`config.mk`:
```
export PLATFORM = sky130hd
export DESIGN_NAME = trppc_pin_ctrl
export DESIGN_NICKNAME = d
export VERILOG_FILES = /design/src/logic/trppc_pkg.sv /design/src/logic/trppc_pin_ctrl.sv /design/src/logic/trppc_phase_pin.sv /design/src/logic/trppc_test_reset.sv
export SDC_FILE = /design/constraint.sdc
export NUM_CORES = 1
export LEC_CHECK = 0
export BUFFER_PORTS_ARGS = -buffer_cell sky130_fd_sc_hd__buf_2
export CORE_MARGIN = 4
export CORE_UTILIZATION = 44
export CTS_BUF_LIST = sky130_fd_sc_hd__clkbuf_4 sky130_fd_sc_hd__clkbuf_8 sky130_fd_sc_hd__clkbuf_16
export CTS_CLUSTER_DIAMETER = 120
export DETAILED_ROUTE_END_ITERATION = 6
export PLACE_DENSITY_LB_ADDON = 0.2
export SETUP_SLACK_MARGIN = 0.4
export SYNTH_ARGS = -nofsm -noshare
export SYNTH_HDL_FRONTEND = slang
export SYNTH_SLANG_ARGS = --single-unit
```
`constraint.sdc`:
```
create_clock -name mclk -period 4.7 [get_ports mclk]
set_clock_uncertainty 0.15 [all_clocks]
set_input_delay 0.235 -clock mclk [delete_from_list [all_inputs] [get_ports mclk]]
set_output_delay 0.235 -clock mclk [all_outputs]
set_load 0.1 [all_outputs]
```
`src/logic/trppc_pkg.sv`:
```
// Purpose: shared constants for the test reset and phase pin control block
// Assumes: 32-bit classic wishbone, byte addresses, one register per word
// Notes: only the low byte of each register is used, upper bits read zero
package trppc_pkg;
  localparam int unsigned TRPPC_AW = 8;
  localparam int unsigned TRPPC_DW = 32;

  localparam logic [7:0] TRPPC_OFS_PORTC_PUR = 8'h00;
  localparam logic [7:0] TRPPC_OFS_SYS_PUD = 8'h04;
  localparam logic [7:0] TRPPC_OFS_FUNC_SEL = 8'h08;
  localparam logic [7:0] TRPPC_OFS_PORTC_DIR = 8'h0c;
  localparam logic [7:0] TRPPC_OFS_PORTC_DATA = 8'h10;
  localparam logic [7:0] TRPPC_OFS_STATUS = 8'h14;

  // port c line positions, shared by pull-up, direction, data and status
  localparam int unsigned TRPPC_LINE_A_BIT = 4;
  localparam int unsigned TRPPC_LINE_B_BIT = 5;
  localparam int unsigned TRPPC_PUD_TEST_BIT = 0;
  localparam int unsigned TRPPC_SEL_A_LSB = 0;
  localparam int unsigned TRPPC_SEL_B_LSB = 2;
  localparam int unsigned TRPPC_ST_TRST_N_BIT = 0;
  localparam int unsigned TRPPC_ST_TAP_RST_BIT = 1;

  typedef enum logic [1:0] {
    TRPPC_FN_DECODER,
    TRPPC_FN_TIMER,
    TRPPC_FN_GPIO,
    TRPPC_FN_SPARE
  } trppc_fn_t;

  localparam logic TRPPC_PUR_RST = 1'b1;
  localparam logic TRPPC_PUD_RST = 1'b0;
  localparam trppc_fn_t TRPPC_SEL_RST = TRPPC_FN_DECODER;
  localparam logic TRPPC_DIR_RST = 1'b0;
  localparam logic TRPPC_DOUT_RST = 1'b0;
  localparam int unsigned TRPPC_ACK_CYCLES = 1;
endpackage

```
`src/logic/trppc_pin_ctrl.sv`:
```
// Purpose: test reset and quadrature phase pin control with wishbone registers
// Assumes: classic wishbone slave on mclk, one cycle answer, all pins synchronous
// Notes: phase pins default to the decoder, all pull-ups on after device reset
`timescale 1ns/1ps
module trppc_pin_ctrl
  import trppc_pkg::*;
(
  input wire logic mclk,
  input wire logic sys_rst,
  input wire logic wb_cyc_i,
  input wire logic wb_stb_i,
  input wire logic wb_we_i,
  input wire logic [TRPPC_AW-1:0] wb_adr_i,
  input wire logic [3:0] wb_sel_i,
  input wire logic [TRPPC_DW-1:0] wb_dat_i,
  output logic [TRPPC_DW-1:0] wb_dat_o,
  output logic wb_ack_o,
  input wire logic trst_n,
  output logic trst_pullup,
  output logic tap_ctrl_rst,
  input wire logic phase_a_pad_in,
  output logic phase_a_pad_out,
  output logic phase_a_pad_oe,
  output logic phase_a_pullup,
  input wire logic phase_b_pad_in,
  output logic phase_b_pad_out,
  output logic phase_b_pad_oe,
  output logic phase_b_pullup,
  output logic quad_phase_a_in,
  output logic quad_phase_b_in,
  input wire logic timer_a_ch0_pin_out,
  input wire logic timer_a_ch0_pin_oe,
  output logic timer_a_ch0_pin_in,
  input wire logic timer_a_ch1_pin_out,
  input wire logic timer_a_ch1_pin_oe,
  output logic timer_a_ch1_pin_in,
  output logic portc_line_4,
  output logic portc_line_5
);
  logic pur_a;
  logic pur_b;
  logic pud_test;
  trppc_fn_t sel_a;
  trppc_fn_t sel_b;
  logic dir_a;
  logic dir_b;
  logic dout_a;
  logic dout_b;

  logic next_pur_a;
  logic next_pur_b;
  logic next_pud_test;
  trppc_fn_t next_sel_a;
  trppc_fn_t next_sel_b;
  logic next_dir_a;
  logic next_dir_b;
  logic next_dout_a;
  logic next_dout_b;
  logic next_ack;
  logic [TRPPC_DW-1:0] next_dat;

  logic req;
  logic wr;
  logic [TRPPC_AW-1:0] word_adr;
  logic [7:0] wbyte;

  assign req = wb_cyc_i & wb_stb_i & ~wb_ack_o;
  // only byte lane 0 carries register bits, other lanes are ignored
  assign wr = req & wb_we_i & wb_sel_i[0];
  assign word_adr = {wb_adr_i[TRPPC_AW-1:2], 2'b00};
  assign wbyte = wb_dat_i[7:0];

  // bus answer and read data
  always_comb begin
    next_ack = req;
    next_dat = '0;
    if (req && !wb_we_i) begin
      case (word_adr)
        TRPPC_OFS_PORTC_PUR: begin
          next_dat[TRPPC_LINE_A_BIT] = pur_a;
          next_dat[TRPPC_LINE_B_BIT] = pur_b;
        end
        TRPPC_OFS_SYS_PUD: begin
          next_dat[TRPPC_PUD_TEST_BIT] = pud_test;
        end
        TRPPC_OFS_FUNC_SEL: begin
          next_dat[TRPPC_SEL_A_LSB +: 2] = sel_a;
          next_dat[TRPPC_SEL_B_LSB +: 2] = sel_b;
        end
        TRPPC_OFS_PORTC_DIR: begin
          next_dat[TRPPC_LINE_A_BIT] = dir_a;
          next_dat[TRPPC_LINE_B_BIT] = dir_b;
        end
        TRPPC_OFS_PORTC_DATA: begin
          next_dat[TRPPC_LINE_A_BIT] = dout_a;
          next_dat[TRPPC_LINE_B_BIT] = dout_b;
        end
        TRPPC_OFS_STATUS: begin
          next_dat[TRPPC_ST_TRST_N_BIT] = trst_n;
          next_dat[TRPPC_ST_TAP_RST_BIT] = tap_ctrl_rst;
          next_dat[TRPPC_LINE_A_BIT] = phase_a_pad_in;
          next_dat[TRPPC_LINE_B_BIT] = phase_b_pad_in;
        end
        // unmapped words still answer, reading zero, so the bus never hangs
        default: begin
          next_dat = '0;
        end
      endcase
    end
  end

  always_ff @(posedge mclk) begin
    if (sys_rst) begin
      wb_ack_o <= 1'b0;
      wb_dat_o <= '0;
    end else begin
      wb_ack_o <= next_ack;
      wb_dat_o <= next_dat;
    end
  end

  // configuration registers
  always_comb begin
    next_pur_a = pur_a;
    next_pur_b = pur_b;
    next_pud_test = pud_test;
    next_sel_a = sel_a;
    next_sel_b = sel_b;
    next_dir_a = dir_a;
    next_dir_b = dir_b;
    next_dout_a = dout_a;
    next_dout_b = dout_b;
    if (wr) begin
      case (word_adr)
        TRPPC_OFS_PORTC_PUR: begin
          next_pur_a = wbyte[TRPPC_LINE_A_BIT];
          next_pur_b = wbyte[TRPPC_LINE_B_BIT];
        end
        TRPPC_OFS_SYS_PUD: begin
          next_pud_test = wbyte[TRPPC_PUD_TEST_BIT];
        end
        TRPPC_OFS_FUNC_SEL: begin
          next_sel_a = trppc_fn_t'(wbyte[TRPPC_SEL_A_LSB +: 2]);
          next_sel_b = trppc_fn_t'(wbyte[TRPPC_SEL_B_LSB +: 2]);
        end
        TRPPC_OFS_PORTC_DIR: begin
          next_dir_a = wbyte[TRPPC_LINE_A_BIT];
          next_dir_b = wbyte[TRPPC_LINE_B_BIT];
        end
        TRPPC_OFS_PORTC_DATA: begin
          next_dout_a = wbyte[TRPPC_LINE_A_BIT];
          next_dout_b = wbyte[TRPPC_LINE_B_BIT];
        end
        default: begin
          next_pur_a = pur_a;
        end
      endcase
    end
  end

  always_ff @(posedge mclk) begin
    if (sys_rst) begin
      pur_a <= TRPPC_PUR_RST;
      pur_b <= TRPPC_PUR_RST;
      pud_test <= TRPPC_PUD_RST;
      sel_a <= TRPPC_SEL_RST;
      sel_b <= TRPPC_SEL_RST;
      dir_a <= TRPPC_DIR_RST;
      dir_b <= TRPPC_DIR_RST;
      dout_a <= TRPPC_DOUT_RST;
      dout_b <= TRPPC_DOUT_RST;
    end else begin
      pur_a <= next_pur_a;
      pur_b <= next_pur_b;
      pud_test <= next_pud_test;
      sel_a <= next_sel_a;
      sel_b <= next_sel_b;
      dir_a <= next_dir_a;
      dir_b <= next_dir_b;
      dout_a <= next_dout_a;
      dout_b <= next_dout_b;
    end
  end

  trppc_test_reset u_test_reset (
    .mclk(mclk),
    .sys_rst(sys_rst),
    .trst_n(trst_n),
    .pud_test(pud_test),
    .tap_ctrl_rst(tap_ctrl_rst),
    .trst_pullup(trst_pullup)
  );

  trppc_phase_pin u_phase_a (
    .mclk(mclk),
    .sys_rst(sys_rst),
    .fn(sel_a),
    .pullup_en(pur_a),
    .gpio_dir(dir_a),
    .gpio_dout(dout_a),
    .timer_out(timer_a_ch0_pin_out),
    .timer_oe(timer_a_ch0_pin_oe),
    .pad_in(phase_a_pad_in),
    .pad_out(phase_a_pad_out),
    .pad_oe(phase_a_pad_oe),
    .pad_pullup(phase_a_pullup),
    .decoder_in(quad_phase_a_in),
    .timer_in(timer_a_ch0_pin_in),
    .gpio_din(portc_line_4)
  );

  trppc_phase_pin u_phase_b (
    .mclk(mclk),
    .sys_rst(sys_rst),
    .fn(sel_b),
    .pullup_en(pur_b),
    .gpio_dir(dir_b),
    .gpio_dout(dout_b),
    .timer_out(timer_a_ch1_pin_out),
    .timer_oe(timer_a_ch1_pin_oe),
    .pad_in(phase_b_pad_in),
    .pad_out(phase_b_pad_out),
    .pad_oe(phase_b_pad_oe),
    .pad_pullup(phase_b_pullup),
    .decoder_in(quad_phase_b_in),
    .timer_in(timer_a_ch1_pin_in),
    .gpio_din(portc_line_5)
  );
endmodule // trppc_pin_ctrl

```
`src/logic/trppc_phase_pin.sv`:
```
// Purpose: function mux for one shared phase pin
// Assumes: pad input already synchronous to mclk
// Notes: every output is registered, so pin effects trail settings by one cycle
`timescale 1ns/1ps
module trppc_phase_pin
  import trppc_pkg::*;
(
  input wire logic mclk,
  input wire logic sys_rst,
  input wire trppc_fn_t fn,
  input wire logic pullup_en,
  input wire logic gpio_dir,
  input wire logic gpio_dout,
  input wire logic timer_out,
  input wire logic timer_oe,
  input wire logic pad_in,
  output logic pad_out,
  output logic pad_oe,
  output logic pad_pullup,
  output logic decoder_in,
  output logic timer_in,
  output logic gpio_din
);
  logic next_pad_out;
  logic next_pad_oe;
  logic next_pad_pullup;
  logic next_decoder_in;
  logic next_timer_in;
  logic next_gpio_din;

  always_comb begin
    next_pad_out = 1'b0;
    next_pad_oe = 1'b0;
    next_decoder_in = 1'b0;
    next_timer_in = 1'b0;
    next_gpio_din = 1'b0;
    next_pad_pullup = pullup_en;
    case (fn)
      TRPPC_FN_TIMER: begin
        next_pad_out = timer_out;
        next_pad_oe = timer_oe;
        next_timer_in = pad_in;
      end
      TRPPC_FN_GPIO: begin
        next_pad_out = gpio_dout;
        next_pad_oe = gpio_dir;
        next_gpio_din = pad_in;
      end
      // the spare code falls back to the safe, undriven decoder input
      default: begin
        next_decoder_in = pad_in;
      end
    endcase
  end

  always_ff @(posedge mclk) begin
    if (sys_rst) begin
      pad_out <= 1'b0;
      pad_oe <= 1'b0;
      pad_pullup <= TRPPC_PUR_RST;
      decoder_in <= 1'b0;
      timer_in <= 1'b0;
      gpio_din <= 1'b0;
    end else begin
      pad_out <= next_pad_out;
      pad_oe <= next_pad_oe;
      pad_pullup <= next_pad_pullup;
      decoder_in <= next_decoder_in;
      timer_in <= next_timer_in;
      gpio_din <= next_gpio_din;
    end
  end
endmodule // trppc_phase_pin

```
`src/logic/trppc_test_reset.sv`:
```
// Purpose: test reset pin handling and its pull-up control
// Assumes: test reset pin already synchronous to mclk
// Notes: the test port reset ignores the device reset on purpose
`timescale 1ns/1ps
module trppc_test_reset
  import trppc_pkg::*;
(
  input wire logic mclk,
  input wire logic sys_rst,
  input wire logic trst_n,
  input wire logic pud_test,
  output logic tap_ctrl_rst,
  output logic trst_pullup
);
  logic next_tap_ctrl_rst;
  logic next_trst_pullup;

  always_comb begin
    next_tap_ctrl_rst = ~trst_n;
    next_trst_pullup = ~pud_test;
  end

  // no device reset here: a debug session must survive it
  always_ff @(posedge mclk) begin
    tap_ctrl_rst <= next_tap_ctrl_rst;
  end

  always_ff @(posedge mclk) begin
    if (sys_rst) begin
      trst_pullup <= ~TRPPC_PUD_RST;
    end else begin
      trst_pullup <= next_trst_pullup;
    end
  end
endmodule // trppc_test_reset

```
Yosys cells after proc, flatten, opt, wreduce, memory -nomap -nowiden

Cells that the tools add are included.

Bits in registers: 58
Bits in latches: 0
RAM bits: 0
Memory bits (read-only): 0
Output and inout bits: 47
Word-level logic and storage cells: 72
Memories: 0

Add/subtract/negate cells: 0
Multiply operators: 0
Divide/modulo/power cells: 0
$lt $le $gt $ge: 0
Equality and inequality tests: 9
Shift operators: 0
Muxes and demuxes: 7
Bitwise logic cells: 13
Reduce and logical (&&, ||, !) cells: 16

Operator list:

| cell               | number |
|---|---|
| $eq 6x2->1 const B | 2 |
| $eq 6x3->1 const B | 2 |
| $pmux 1 s2         | 5 |
| $reduce_and 2->1   | 5 |
| $reduce_or 2->1    | 5 |
| $not 1->1          | 9 |
| $reduce_or 3->1    | 3 |
| $logic_not 8->1    | 1 |
| $pmux 2 s4         | 1 |
| $eq 6x1->1 const B | 1 |
| $and 1x1->1        | 4 |
| $eq 2x1->1 const B | 2 |
| $eq 2x2->1 const B | 2 |
| $pmux 1 s3         | 1 |
| $logic_and 1x1->1  | 1 |
| $logic_not 1->1    | 1 |

Longest topological paths before layout

Gate-level depths: netlist of run 1.

Depth after elaboration: 5
Gate-level depth with buffers: 5
Mapped depth without buffers: 4

By module

A second synthesis of run 1 with hierarchy kept.

Cells, all modules: 172
Area, all modules: 1671.6 um^2

Modules (own cells, without submodules):

| module           | times used | cells each | area each (um^2) | seq. area each (um^2) |
|---|---|---|---|---|
| trppc_pin_ctrl   | 1          | 128        | 1138.6           | 360.3 |
| trppc_phase_pin  | 2          | 20         | 241.5            | 120.1 |
| trppc_test_reset | 1          | 4          | 50.0             | 40.0 |

Worst setup path after synthesis of run 1

OpenSTA, ideal clock, no wires.

Path kind: flip-flop to flip-flop
Start: register wb_ack_o
End: register dout_a
Arrival: 1.928 ns
Setup slack: 2.495 ns
Stages on the path, launching flop included: 5
Period minus slack after synthesis: 2.205 ns
Cells stage by stage: dfxtp_1 > nand3b_1 > nor4_1 > mux2i_1 > nor2_1

Longest elaborated chain between the ends: 5

Ends and longest elaborated chain:

| item                       | line                  | source |
|---|---|---|
| start: declaration         | trppc_pin_ctrl.sv:17  | `output logic wb_ack_o,` |
| start signal: assignment   | trppc_pin_ctrl.sv:117 | `wb_ack_o <= next_ack;` |
| $not 1->1                  | trppc_pin_ctrl.sv:67  | `assign req = wb_cyc_i & wb_stb_i & ~wb_ack_o;` |
| $and 1x1->1                | trppc_pin_ctrl.sv:67  |  |
| $and 1x1->1 (2 in a row)   | trppc_pin_ctrl.sv:69  | `assign wr = req & wb_we_i & wb_sel_i[0];` |
| $reduce_and 2->1 (no line) | -                     |  |
| end signal: assignment     | trppc_pin_ctrl.sv:180 | `dout_a <= next_dout_a;` |
| end: declaration           | trppc_pin_ctrl.sv:47  | `logic dout_a;` |

Every way passes these cells.
A chain may end at the register's enable or synchronous reset.

Worst setup path after layout of run 1

Ends and elaborated chain as after synthesis.

==> summary.md, run 1 <==
| Metric | Value |
|---|---|
| Status | `finished clean` |
| Minimum clock period | `about 1.9 ns` |
| Leakage | `0.789 nW` |
| Detailed-route wire length | `3030 µm` |
| Diodes inserted | `0` |
| RR Endpoint | `dout_a` |
| Slew Limit Fails | `0` |
| Syn avg cell area | `about 10 µm²` |
| Post-synthesis cell count | `151` |
| Root Driver | `clkbuf_4` |
| Seq pwr share | `44.2%` |
| Worst-path maximum fanout | `8` |
| VDD IR max | `~0.25 mV` |
| Post-DRT Antenna Nets | `0` |
| Hold buffers post-CTS | `5` |
| Fin util | `between 50% and 60%` |
| DIE AREA | `roughly 0.0044 mm²` |
| Yosys Warn Count | `0` |
| Fin. Hold Viols | `0` |
| Final setup violation count | `0` |
| Pre-antenna DRT Iters | `3` |
| Gr usage total | `14.7%` |
| Maxcap violations | `0` |
| Hold Path End | `u_phase_b.pad_out` |
| Cell Pwr Density | `350 mW/mm²` |
| Sw power | `211 µW` |
| Crit path launch type | `flip-flop` |
| Top_reg_cell synth | `dfxtp_1` |
| Ys async rst share | `0%` |
| Fin Setup TNS | `0 ns` |
| Critical path type | `reg2reg` |
| Tcrit/Tclk final | `41.2%` |
| Clk buf depth | `2` |
| Crit path arrival time | `1.98 ns` |
| Total power | `618 µW` |
| Largest regs | `wb_dat_o (6), sel_a (2), sel_b (2)` |
| Filler instances | `around 290` |
| R2R Path Start | `wb_ack_o` |
| Number of synthesized flops with an enable pin | `0` |
| Register-to-Register Path Depth | `4` |
| Max_slew headroom | `62.8%` |
| Clock Sinks | `32` |
| Drt wl/cell | `12.2 µm` |
| Cell Rows | `20` |
| Postcts setup bufs | `0` |
| RSZ-0062 raised after global routing | `false` |
| CTS tree | `yes` |
| Comb pwr share | `22.5%` |
| Hold path startpoint | `timer_a_ch1_pin_out` |
| GR Overflow Total | `0` |
| H-tree depth | `2` |
| Clock Power Share | `33.3%` |
| Clock slew at reported path FFs | `0.10 ns` |
| Largest net degree at the start of global routing | `28` |
| Num ports | `103` |
| CP Capture Type | `flip-flop` |
| Max reg flops | `6` |
| Critical Path RT | `4.75 ns` |
| Initial antenna violation count | `0` |
| TritonCTS Buffers | `5` |
| GPL Wtd Cong | `0.817` |
| Layout net count | `263` |
| Area of the multi-input gates | `697 µm²` |
| Netlist Area Pre-Place | `0.00148 mm²` |
| Synth cell types | `33` |
| Worst Tran Pin Value | `approximately 0.55 ns` |
| Register bit total from synthesis | `32` |
| Internal power | `~400 µW` |
| Flip-flop and latch area | `641 µm²` |
| CORE AREA | `0.00313 mm²` |
| Most flop-heavy register | `wb_dat_o` |
| Clk_lat worst skew | `0.33 ns` |
| First-pass GRT wire length | `4850 µm` |
| Die Y | `66 µm` |
| Vias in the first global route | `roughly 1100` |
| Post-cts sizing count | `0` |
| Vias per cell | `4.57` |
| DRC Markers | `0` |
| Fmax | `517 MHz` |
| Register area share after synthesis | `43.3%` |
| # port buffers | `between 40 and 50` |
| Hold depth | `3` |
| Area Growth Syn to Fin | `19.4%` |
| Die span in x | `66 µm` |
| Fraction of layout cells with a size suffix above 1 | `~29%` |
| Dpl hpwl | `2360 µm` |
| Hold Path Class | `in2reg` |
| DR iter-0 viols | `38` |
| Via count | `~1100` |
| Reg2reg setup slack | `~2.8 ns` |
| Sw Share | `34.1%` |
| Starting Density | `a little under half` |
synthesized netlist by cell type, types with 2 or more instances:
master / count / area share [%]
buf_4: 26 / 13
or2_2: 3 / 1.3
nand2b_1: 2 / 0.85
nand2_1: 2 / 0.51
dfxtp_1: 32 / 43
inv_1: 5 / 1.3
nor4_1: 3 / 1.3
nor4_4: 2 / 2.9
ha_1: 4 / 3.4
and3b_1: 4 / 2.4
mux2i_1: 10 / 6.8
nand3_1: 2 / 0.68
a22oi_1: 4 / 2.0
or3_1: 2 / 0.85
a2bb2oi_1: 2 / 1.2
a21oi_1: 2 / 0.68
nor3_1: 8 / 2.7
nand3b_1: 2 / 1.0
a221oi_1: 2 / 1.2
nor2_1: 17 / 4.3
clkbuf_1: 3 / 0.76
nor4b_1: 3 / 1.8
worst max-delay path by stage:
stage	from	end	slack [ns]
floorplan	wb_ack_o	dout_a	2.49
global placement	wb_adr_i[4]	sel_a[0]	2.48
detailed placement	wb_adr_i[4]	sel_b[1]	2.43
CTS	wb_ack_o	dout_a	2.76
global route	wb_ack_o	dout_b	2.68
finish	wb_ack_o	dout_a	2.77
cell usage in the layout (no fill, tap or decap), types with 4 or more instances in the layout:
cell	n
a22oi_1	4
and3b_1	4
buf_2	45
clkbuf_4	6
conb_1	26
dfxtp_1	32
dlygate4sd3_1	5
ha_1	4
inv_1	5
mux2i_1	10
nor2_1	17
nor3_1	8
cell families after synthesis:
group | share of synthesized area, %
other | 0.253
adder cells (fa/ha/maj) | 3.38
AO/OA/AOI/OAI | 6.00
AND/OR/NAND/NOR | 23.8
XOR/XNOR | 0.592
multiplexers | 6.76
flip-flops | 43.3
buffers and inverters | 16.0
final cells by class:
cell class              count  share of cell area [%]
well taps                  44                    3.12
clock inverters             2                    1.98
flip-flops and latches     32                    36.3
inverters                   5                    1.06
multi-input cells         109                    39.4
clock buffers               6                    2.55
repair buffers             50                    15.6
critical path, cell delays in order (launching register included):
cell	delay (ns)
dfxtp_1	0.32
nand3b_1	0.41
nor4_1	0.63
mux2i_1	0.25
nor2_1	0.05
metrics by stage:
step	std cells	hold WS, ns	setup WS, ns	instance area, µm²
CTS	248	0.0241	2.76	1770
finish	248	0.0362	2.77	1770
global placement	235	0.253	2.48	1640
floorplan	176	0.142	2.49	1570
detailed placement	235	0.260	2.43	1640
global route	248	0.0183	2.68	1770
power groups by stage:
stage / clock [mW] / sequential, mW / combinational (mW)
floorplan: 0 / 0.292 / 0.123
global placement: 0 / 0.280 / 0.134
detailed placement: 0 / 0.280 / 0.135
CTS: 0.213 / 0.273 / 0.138
global route: 0.228 / 0.274 / 0.144
finish: 0.206 / 0.273 / 0.139
routing by layer:
metal  vias up  global-route usage [%]  share of wire [%]
li1        579                       -                  -
met3         4                    4.76                7.2
met1       508                    15.9                 42
met4         0                    6.09                1.4
met5         -                       0                  0
met2        43                    26.0                 50
(Power assumes the default switching activity.)
==> run 2: changes to the inputs <==
ABC_AREA = 1   (was default)
CORE_UTILIZATION = 38   (was 44)
clock period = 1.67 ns   (was 4.7 ns; I/O delays follow)
==> run 2 against run 1 <==
  * The run now ends with hold timing left
  * Worst hold slack worse by 0.098 ns
  * Clock power grew to 3.2 times the previous value
  * Via count increased by 22%
  * Synthesized cell count up 42%
  * Die area is 22% higher
  * Combinational power grew to 3.1 times the previous value
  * Final cell count rose by 32%
  * Sequential share of layout area fell by 5.4 points
==> summary.md, run 2 <==
| Metric | Value |
|---|---|
| Status | `finished, violations left` |
| Violations in the final reports | `hold timing` |
| CP Capture Type | `flip-flop` |
| Flip-flop and latch area | `647 µm² (+0.98%)` |
| Internal power | `1.21 mW (+200%)` |
| Max reg flops | `6 (unchanged)` |
| Sw Share | `34.8% (+0.71 points)` |
| Area Growth Syn to Fin | `31.3%` |
| Crit path arrival time | `1.34 ns (-0.64 ns)` |
| Most frequent cells in the layout | `nand2_1 (48), buf_2 (30), dfxtp_1 (29)` |
| Yosys top cell area share | `40.1% (-3.2 points)` |
| Worst-path maximum fanout | `10 (+2)` |
| Post-DRT Antenna Nets | `0 (unchanged)` |
| Largest regs | `wb_dat_o (6), sel_a (2), sel_b (2)` |
| Post-synthesis cell count | `215 (+42%)` |
| Area contributors post-synth | `dfxtp_1 (40%), buf_4 (13%), nand2_1 (11%)` |
| Clock Power Share | `35.8% (+2.5 points)` |
| Die span in x | `72.8 µm (+10%)` |
| DRC Markers | `0 (unchanged)` |
| Clock Sinks | `32 (unchanged)` |
| Most flop-heavy register | `wb_dat_o` |
| Leakage | `0.974 nW (+24%)` |
| Vias per cell | `4.20 (-8.1%)` |
| Top_reg_cell synth | `dfxtp_1` |
| DIE AREA | `0.00530 mm² (+22%)` |
| Fin util | `52.0% (-4.5 points)` |
| Hold buffers post-CTS | `13 (+8)` |
| Top-count cell post-synth | `nand2_1` |
| DR iter-0 viols | `38 (unchanged)` |
| Pre-antenna DRT Iters | `4 (+1)` |
| CTS tree | `yes` |
| GPL Wtd Cong | `0.737 (-9.8%)` |
| Hold Path Class | `in2reg` |
| Synth cell types | `20 (-39%)` |
| Cell at the slowest stage of the critical path | `dfxtp_4` |
| Register-to-Register Path Depth | `7 (+3)` |
| Hold depth | `2 (-1)` |
| Gr usage total | `13.3% (-1.4 points)` |
| Clk_lat worst skew | `0.28 ns (-0.05 ns)` |
| Clk buf depth | `2 (unchanged)` |
| Hold path startpoint | `sys_rst` |
| Layout net count | `337 (+28%)` |
| Synth area leader | `dfxtp_1` |
| H-tree depth | `2 (unchanged)` |
| VDD IR max | `0.289 mV (+13%)` |
| GR Overflow Total | `0 (unchanged)` |
| Root Driver | `clkbuf_8` |
| First-pass GRT wire length | `5410 µm (+12%)` |
| Syn avg cell area | `7.43 µm² (-24%)` |
| Hold_ws | `-0.0615 ns (-0.0977 ns)` |
| Number of synthesized flops with an enable pin | `0 (unchanged)` |
| Fmax | `795 MHz (+54%)` |
| Slew Limit Fails | `0 (unchanged)` |
| Filler instances | `406 (+42%)` |
| Crit path launch type | `flip-flop` |
| Netlist Area Pre-Place | `0.00160 mm² (+7.9%)` |
| R2R Path Start | `wb_ack_o` |
| Most common cell after layout, fill and taps aside | `nand2_1` |
| Sw power | `649 µW (+210%)` |
| Seq pwr share | `41.3% (-2.9 points)` |
| RR Endpoint | `sel_a[1]` |
| Cell Pwr Density | `889 mW/mm² (+150%)` |
| TritonCTS Buffers | `5 (unchanged)` |
| Critical path, cell by cell | `inv_2 > nand3_4 > nor2_4 > buf_12 > and2_4 > nor2_1 > nor2_2` |
| Initial antenna violation count | `0 (unchanged)` |
| # port buffers | `45 (unchanged)` |
| Detailed-route wire length | `3340 µm (+11%)` |
| Register area share after synthesis | `40.1% (-3.2 points)` |
| Synth top cells by count | `nand2_1 (48), dfxtp_1 (32), nor2_1 (30), buf_4 (27), inv_1 (24)` |
| Tcrit/Tclk final | `75.3% (+34 points)` |
| Dpl hpwl | `2650 µm (+12%)` |
| Num ports | `103 (unchanged)` |
| Critical path type | `reg2reg` |
| Area of the multi-input gates | `777 µm² (+11%)` |
| Minimum clock period | `1.26 ns (-0.676 ns)` |
| Starting Density | `39.6% (-7.7 points)` |
| Yosys Warn Count | `0 (unchanged)` |
| Fin. Hold Viols | `10 (+10)` |
| Vias in the first global route | `1298 (+19%)` |
| Register bit total from synthesis | `32 (unchanged)` |
| Ys async rst share | `0% (unchanged)` |
| Hold Path End | `u_phase_b.pad_oe` |
| Fraction of layout cells with a size suffix above 1 | `28.1% (-1.4 points)` |
| Via count | `1378 (+22%)` |
| CORE AREA | `0.00403 mm² (+29%)` |
| RSZ-0062 raised after global routing | `true` |
| Largest net degree at the start of global routing | `15 (-46%)` |
| Die Y | `72.8 µm (+10%)` |
| Drt wl/cell | `10.2 µm (-16%)` |
| Diodes inserted | `0 (unchanged)` |
| Maxcap violations | `0 (unchanged)` |
| Comb pwr share | `22.8% (+0.3 points)` |
| Clock slew at reported path FFs | `0.07 ns (-0.03 ns)` |
| Critical Path RT | `1.75 ns (-3.00 ns)` |
| Final setup violation count | `0 (unchanged)` |
| Reg2reg setup slack | `0.41 ns (-2.35 ns)` |
| Fin Setup TNS | `0 ns (unchanged)` |
| Critical path's largest stage delay | `0.34 ns (-0.29 ns)` |
| Cell Rows | `23 (+15%)` |
-- run 2: metal layers --
metal,track usage (%),share of wire [%],wire (µm),vias up
met5,0,0,0,-
met4,5.94,2.3,76,0
met3,4.68,8.9,298,8
met2,21.5,45,1520,52
met1,15.7,43,1450,581
li1,-,-,-,737
-- run 2: worst max path at each step --
stage             start     endpoint  slack (ns)  cells past startpoint
2_1_floorplan  wb_ack_o     sel_a[1]        0.36                      7
3_3_place_gp   wb_ack_o  wb_dat_o[1]        0.28                      5
3_5_place_dp   wb_ack_o        dir_a        0.29                      7
4_1_cts        wb_ack_o     sel_b[0]        0.40                      7
5_1_grt        wb_ack_o     sel_a[0]        0.34                      7
6_report       wb_ack_o     sel_a[1]        0.41                      7
-- run 2: critical path: cells and delay by family, from the launching register on --
family / cells / cell delay (ns)
AND/OR/NAND/NOR: 5 / 0.51
flip-flops: 1 / 0.34
buffers and inverters: 2 / 0.20
-- run 2: cell families (layout without fill, tap and decap cells) --
kind of cell             after synthesis  count (layout)  synth area share [%]
buffers and inverters                 53              91                  19.0
AND/OR/NAND/NOR                      119             119                  35.0
adder cells (fa/ha/maj)                4               4                  3.13
AO/OA/AOI/OAI                          6               6                  2.51
flip-flops                            32              32                  40.1
other                                  1              26                 0.235
-- run 2: stage by stage --
| step | power (mW) | area (µm²) | hold WS, ns | instances | worst slack, ns |
|---|---|---|---|---|---|
| CTS | 1.88 | 2060 | -0.0620 | 328 | 0.398 |
| detailed placement | 1.18 | 1790 | 0.100 | 306 | 0.295 |
| global route | 1.94 | 2100 | -0.0585 | 328 | 0.336 |
| global placement | 1.18 | 1790 | 0.103 | 306 | 0.276 |
| finish | 1.86 | 2100 | -0.0615 | 328 | 0.412 |
| floorplan | 1.18 | 1720 | -0.0100 | 240 | 0.363 |
-- run 2: timing repair --
| item | CTS | global route |
|---|---|---|
| hold endpoints to repair | 23 | 5 |
| pin swaps | 1 | 0 |
| setup endpoints to repair | 17 | 28 |
| resized for setup | 3 | 16 |
| setup buffers | 1 | 0 |
-- run 2: area by class of cell --
| cell class | instances | area share (%) |
|---|---|---|
| Multi-Input combinational cell | 155 | 37.1 |
| Timing Repair Buffer | 59 | 19.7 |
| Inverter | 24 | 4.30 |
| Sequential cell | 32 | 30.9 |
| Tap cell | 50 | 2.99 |
| Clock buffer | 6 | 4.48 |
| Clock inverter | 2 | 0.597 |
-- run 2: power by group through the flow --
stage / sequential (mW) / clock (mW) / combinational (mW)
2_1_floorplan: 0.823 / 0 / 0.357
3_3_place_gp: 0.787 / 0 / 0.395
3_5_place_dp: 0.787 / 0 / 0.395
4_1_cts: 0.770 / 0.687 / 0.423
5_1_grt: 0.770 / 0.723 / 0.444
6_report: 0.770 / 0.667 / 0.425
==> run 3: changes to the inputs <==
clock period = 1.1 ns   (was 1.67 ns; I/O delays follow)
==> run 3 against run 2 <==
  * The run ends with hold timing, setup timing left
  * Final cell count rose by 0.91%
  * Count of clock-buffer cells in the layout is 1 lower
  * Sequential share of layout area shrank 1.7 points
  * Clock power up 26%
  * Via count is 4.2% higher
  * Non-clock buffer count up 3
  * Core utilization grew 10 points
  * Critical endpoint is now sel_b[0]
==> summary.md, run 3 (synthesized netlist as in run 2, its figures left out) <==
| Metric | Value |
|---|---|
| Crit path arrival time | `1.31 ns (-0.03 ns)` |
| Clk_lat worst skew | `0.28 ns (about the same)` |
| Vias per cell | `4.34 (+3.3%)` |
| Critical path, cell by cell | `inv_2 > nand3_4 > nor2_4 > buf_12 > and2_4 > nor2_1 > nor2_2` |
| Comb pwr share | `25.0% (+2.2 points)` |
| Crit path buf inv count | `2 (unchanged)` |
| Critical path type | `reg2reg` |
| DIE AREA | `0.00530 mm² (unchanged)` |
| Gr usage total | `13.7% (+0.40 points)` |
| Fin worst setup slack | `-0.136 ns (-0.548 ns)` |
| Clk buf depth | `2 (unchanged)` |
| Clock slew at reported path FFs | `0.06 ns (about the same)` |
| Total power | `2.62 mW (+41%)` |
| Fin util | `62.3% (+10 points)` |
| Final cell count without fillers | `331 (+0.91%)` |
| Die Y | `72.8 µm (unchanged)` |
| Cell Pwr Density | `1040 mW/mm² (+18%)` |
| Tcrit/Tclk final | `112% (+37 points)` |
| # port buffers | `45 (unchanged)` |
| Initial antenna violation count | `0 (unchanged)` |
| Filler instances | `362 (-11%)` |
| CTS tree | `yes` |
| Most frequent cells in the layout | `nand2_1 (45), nor2_1 (26), conb_1 (26)` |
| Fmax | `809 MHz (+1.8%)` |
| GPL Wtd Cong | `0.804 (+9.1%)` |
| Fraction of layout cells with a size suffix above 1 | `47.3% (+19 points)` |
| Cell at the slowest stage of the critical path | `dfxtp_4` |
| Most common cell after layout, fill and taps aside | `nand2_1` |
| Setup slack at placement | `-0.250 ns (-0.544 ns)` |
| R2R Path Start | `wb_ack_o` |
| Gr busiest metal | `met2` |
| Cell Rows | `23 (unchanged)` |
| Pre-antenna DRT Iters | `4 (unchanged)` |
| H-tree depth | `2 (unchanged)` |
| Fin Setup TNS | `-1.65 ns (-1.65 ns)` |
| Largest net degree at the start of global routing | `12 (-3)` |
| Largest regs | `wb_dat_o (6), sel_a (2), sel_b (2)` |
| Most flop-heavy register | `wb_dat_o` |
| Die span in x | `72.8 µm (unchanged)` |
| Drt wl/cell | `10.6 µm (+4.2%)` |
| Vias in the first global route | `1271 (-2.1%)` |
| Root Driver | `clkbuf_8` |
| Post-DRT Antenna Nets | `0 (unchanged)` |
| DRC Markers | `0 (unchanged)` |
| Status | `finished, violations left` |
| Grt met2 use | `22.1% (+0.60 points)` |
| Diodes inserted | `0 (unchanged)` |
| Num ports | `103 (unchanged)` |
| Minimum clock period | `1.24 ns (-0.0218 ns)` |
| DR iter-0 viols | `74 (+95%)` |
| Maxcap violations | `0 (unchanged)` |
| Slew Limit Fails | `0 (unchanged)` |
| Clock Power Share | `32.1% (-3.7 points)` |
| Internal power | `1.65 mW (+36%)` |
| Seq pwr share | `42.9% (+1.6 points)` |
| Critical path's largest stage delay | `0.34 ns (about the same)` |
| Detailed-route wire length | `3520 µm (+5.1%)` |
| Layout net count | `340 (+0.89%)` |
| TritonCTS Buffers | `5 (unchanged)` |
| Worst path top cell family by delay | `simple AND/OR/NAND/NOR gates` |
| Leakage | `1.10 nW (+13%)` |
| Hold path startpoint | `trst_n` |
| VDD IR max | `0.468 mV (+62%)` |
| GR Util met3 | `4.82% (+0.14 points)` |
| Sw power | `968 µW (+49%)` |
| Critical Path RT | `1.17 ns (-0.58 ns)` |
| Sw Share | `36.9% (+2.1 points)` |
| Area Growth Syn to Fin | `57.1%` |
| Max reg flops | `6 (unchanged)` |
| First-pass GRT wire length | `5520 µm (+2.1%)` |
| Starting Density | `39.6% (unchanged)` |
| Violations in the final reports | `hold timing, setup timing` |
| Hold Path Class | `in2reg` |
| DP Area | `0.00229 mm² (+28%)` |
| Placed Cells | `318 (+3.9%)` |
| CP Capture Type | `flip-flop` |
| RSZ-0062 raised after global routing | `true` |
| Via count | `1436 (+4.2%)` |
| Final setup violation count | `18 (+18)` |
| Fin. Hold Viols | `23 (+13)` |
| Dpl hpwl | `2760 µm (+3.9%)` |
| Finished Cell Area | `0.00251 mm² (+20%)` |
| CORE AREA | `0.00403 mm² (unchanged)` |
| Crit path launch type | `flip-flop` |
| Clock Sinks | `32 (unchanged)` |
| GR Overflow Total | `0 (unchanged)` |
| Hold_ws | `-0.229 ns (-0.168 ns)` |
| Critical Path Start | `wb_ack_o` |
| Worst-path maximum fanout | `11 (+1)` |
| Global-route met1 utilization | `15.9% (+0.25 points)` |
| Hold buffers post-CTS | `1 (-12)` |
[run 3: cell count changes in the layout (fill, tap and decap cells not counted), sizes merged]
cell	change
clkinv	+2
clkinvlp	-1
buf	+29
dlygate4sd3	-13
clkbuf	-14
[run 3: layout make-up]
class / count / area [µm²] / area share (%)
Clock buffer: 5 / 68.8 / 2.74
Timing Repair Buffer: 62 / 688 / 27.4
Tap cell: 50 / 62.6 / 2.49
Clock inverter: 3 / 13.8 / 0.549
Sequential cell: 32 / 731 / 29.1
Multi-Input combinational cell: 155 / 852 / 34.0
Inverter: 24 / 92.6 / 3.69
[run 3: metal layers]
layer,up-vias,wire [µm]
li1,745,-
met1,624,1390
met2,61,1680
met3,6,385
met4,0,66
met5,-,0
[run 3: repair_timing]
action | 4_1_cts | 5_1_grt
endpoints found under the hold margin | 25 | 17
setup buffers | 2 | 3
resized for setup | 14 | 12
pin swaps | 3 | 6
endpoints found under the setup margin | 51 | 53
[run 3: worst reg2reg max path: stages (launching register included)]
cell	delay, ns
dfxtp_4	0.34
inv_2	0.06
nand3_4	0.07
nor2_4	0.15
buf_12	0.14
and2_4	0.15
nor2_1	0.05
nor2_2	0.06
[run 3: final timing paths]
kind | slack [ns] | cells after the start | end
min | -0.23 | 2 | u_test_reset.tap_ctrl_rst
max | -0.14 | 7 | sel_b[0]
min reg2reg | 0.27 | 1 | u_test_reset.trst_pullup
max reg2reg | -0.14 | 7 | sel_b[0]
[run 3: power by group through the flow]
stage,registers [mW],clock network (mW),logic (mW)
4_1_cts,1.13,0.869,0.655
3_5_place_dp,1.15,0,0.644
2_1_floorplan,1.21,0,0.544
6_report,1.12,0.841,0.656
3_3_place_gp,1.15,0,0.644
5_1_grt,1.12,0.913,0.683
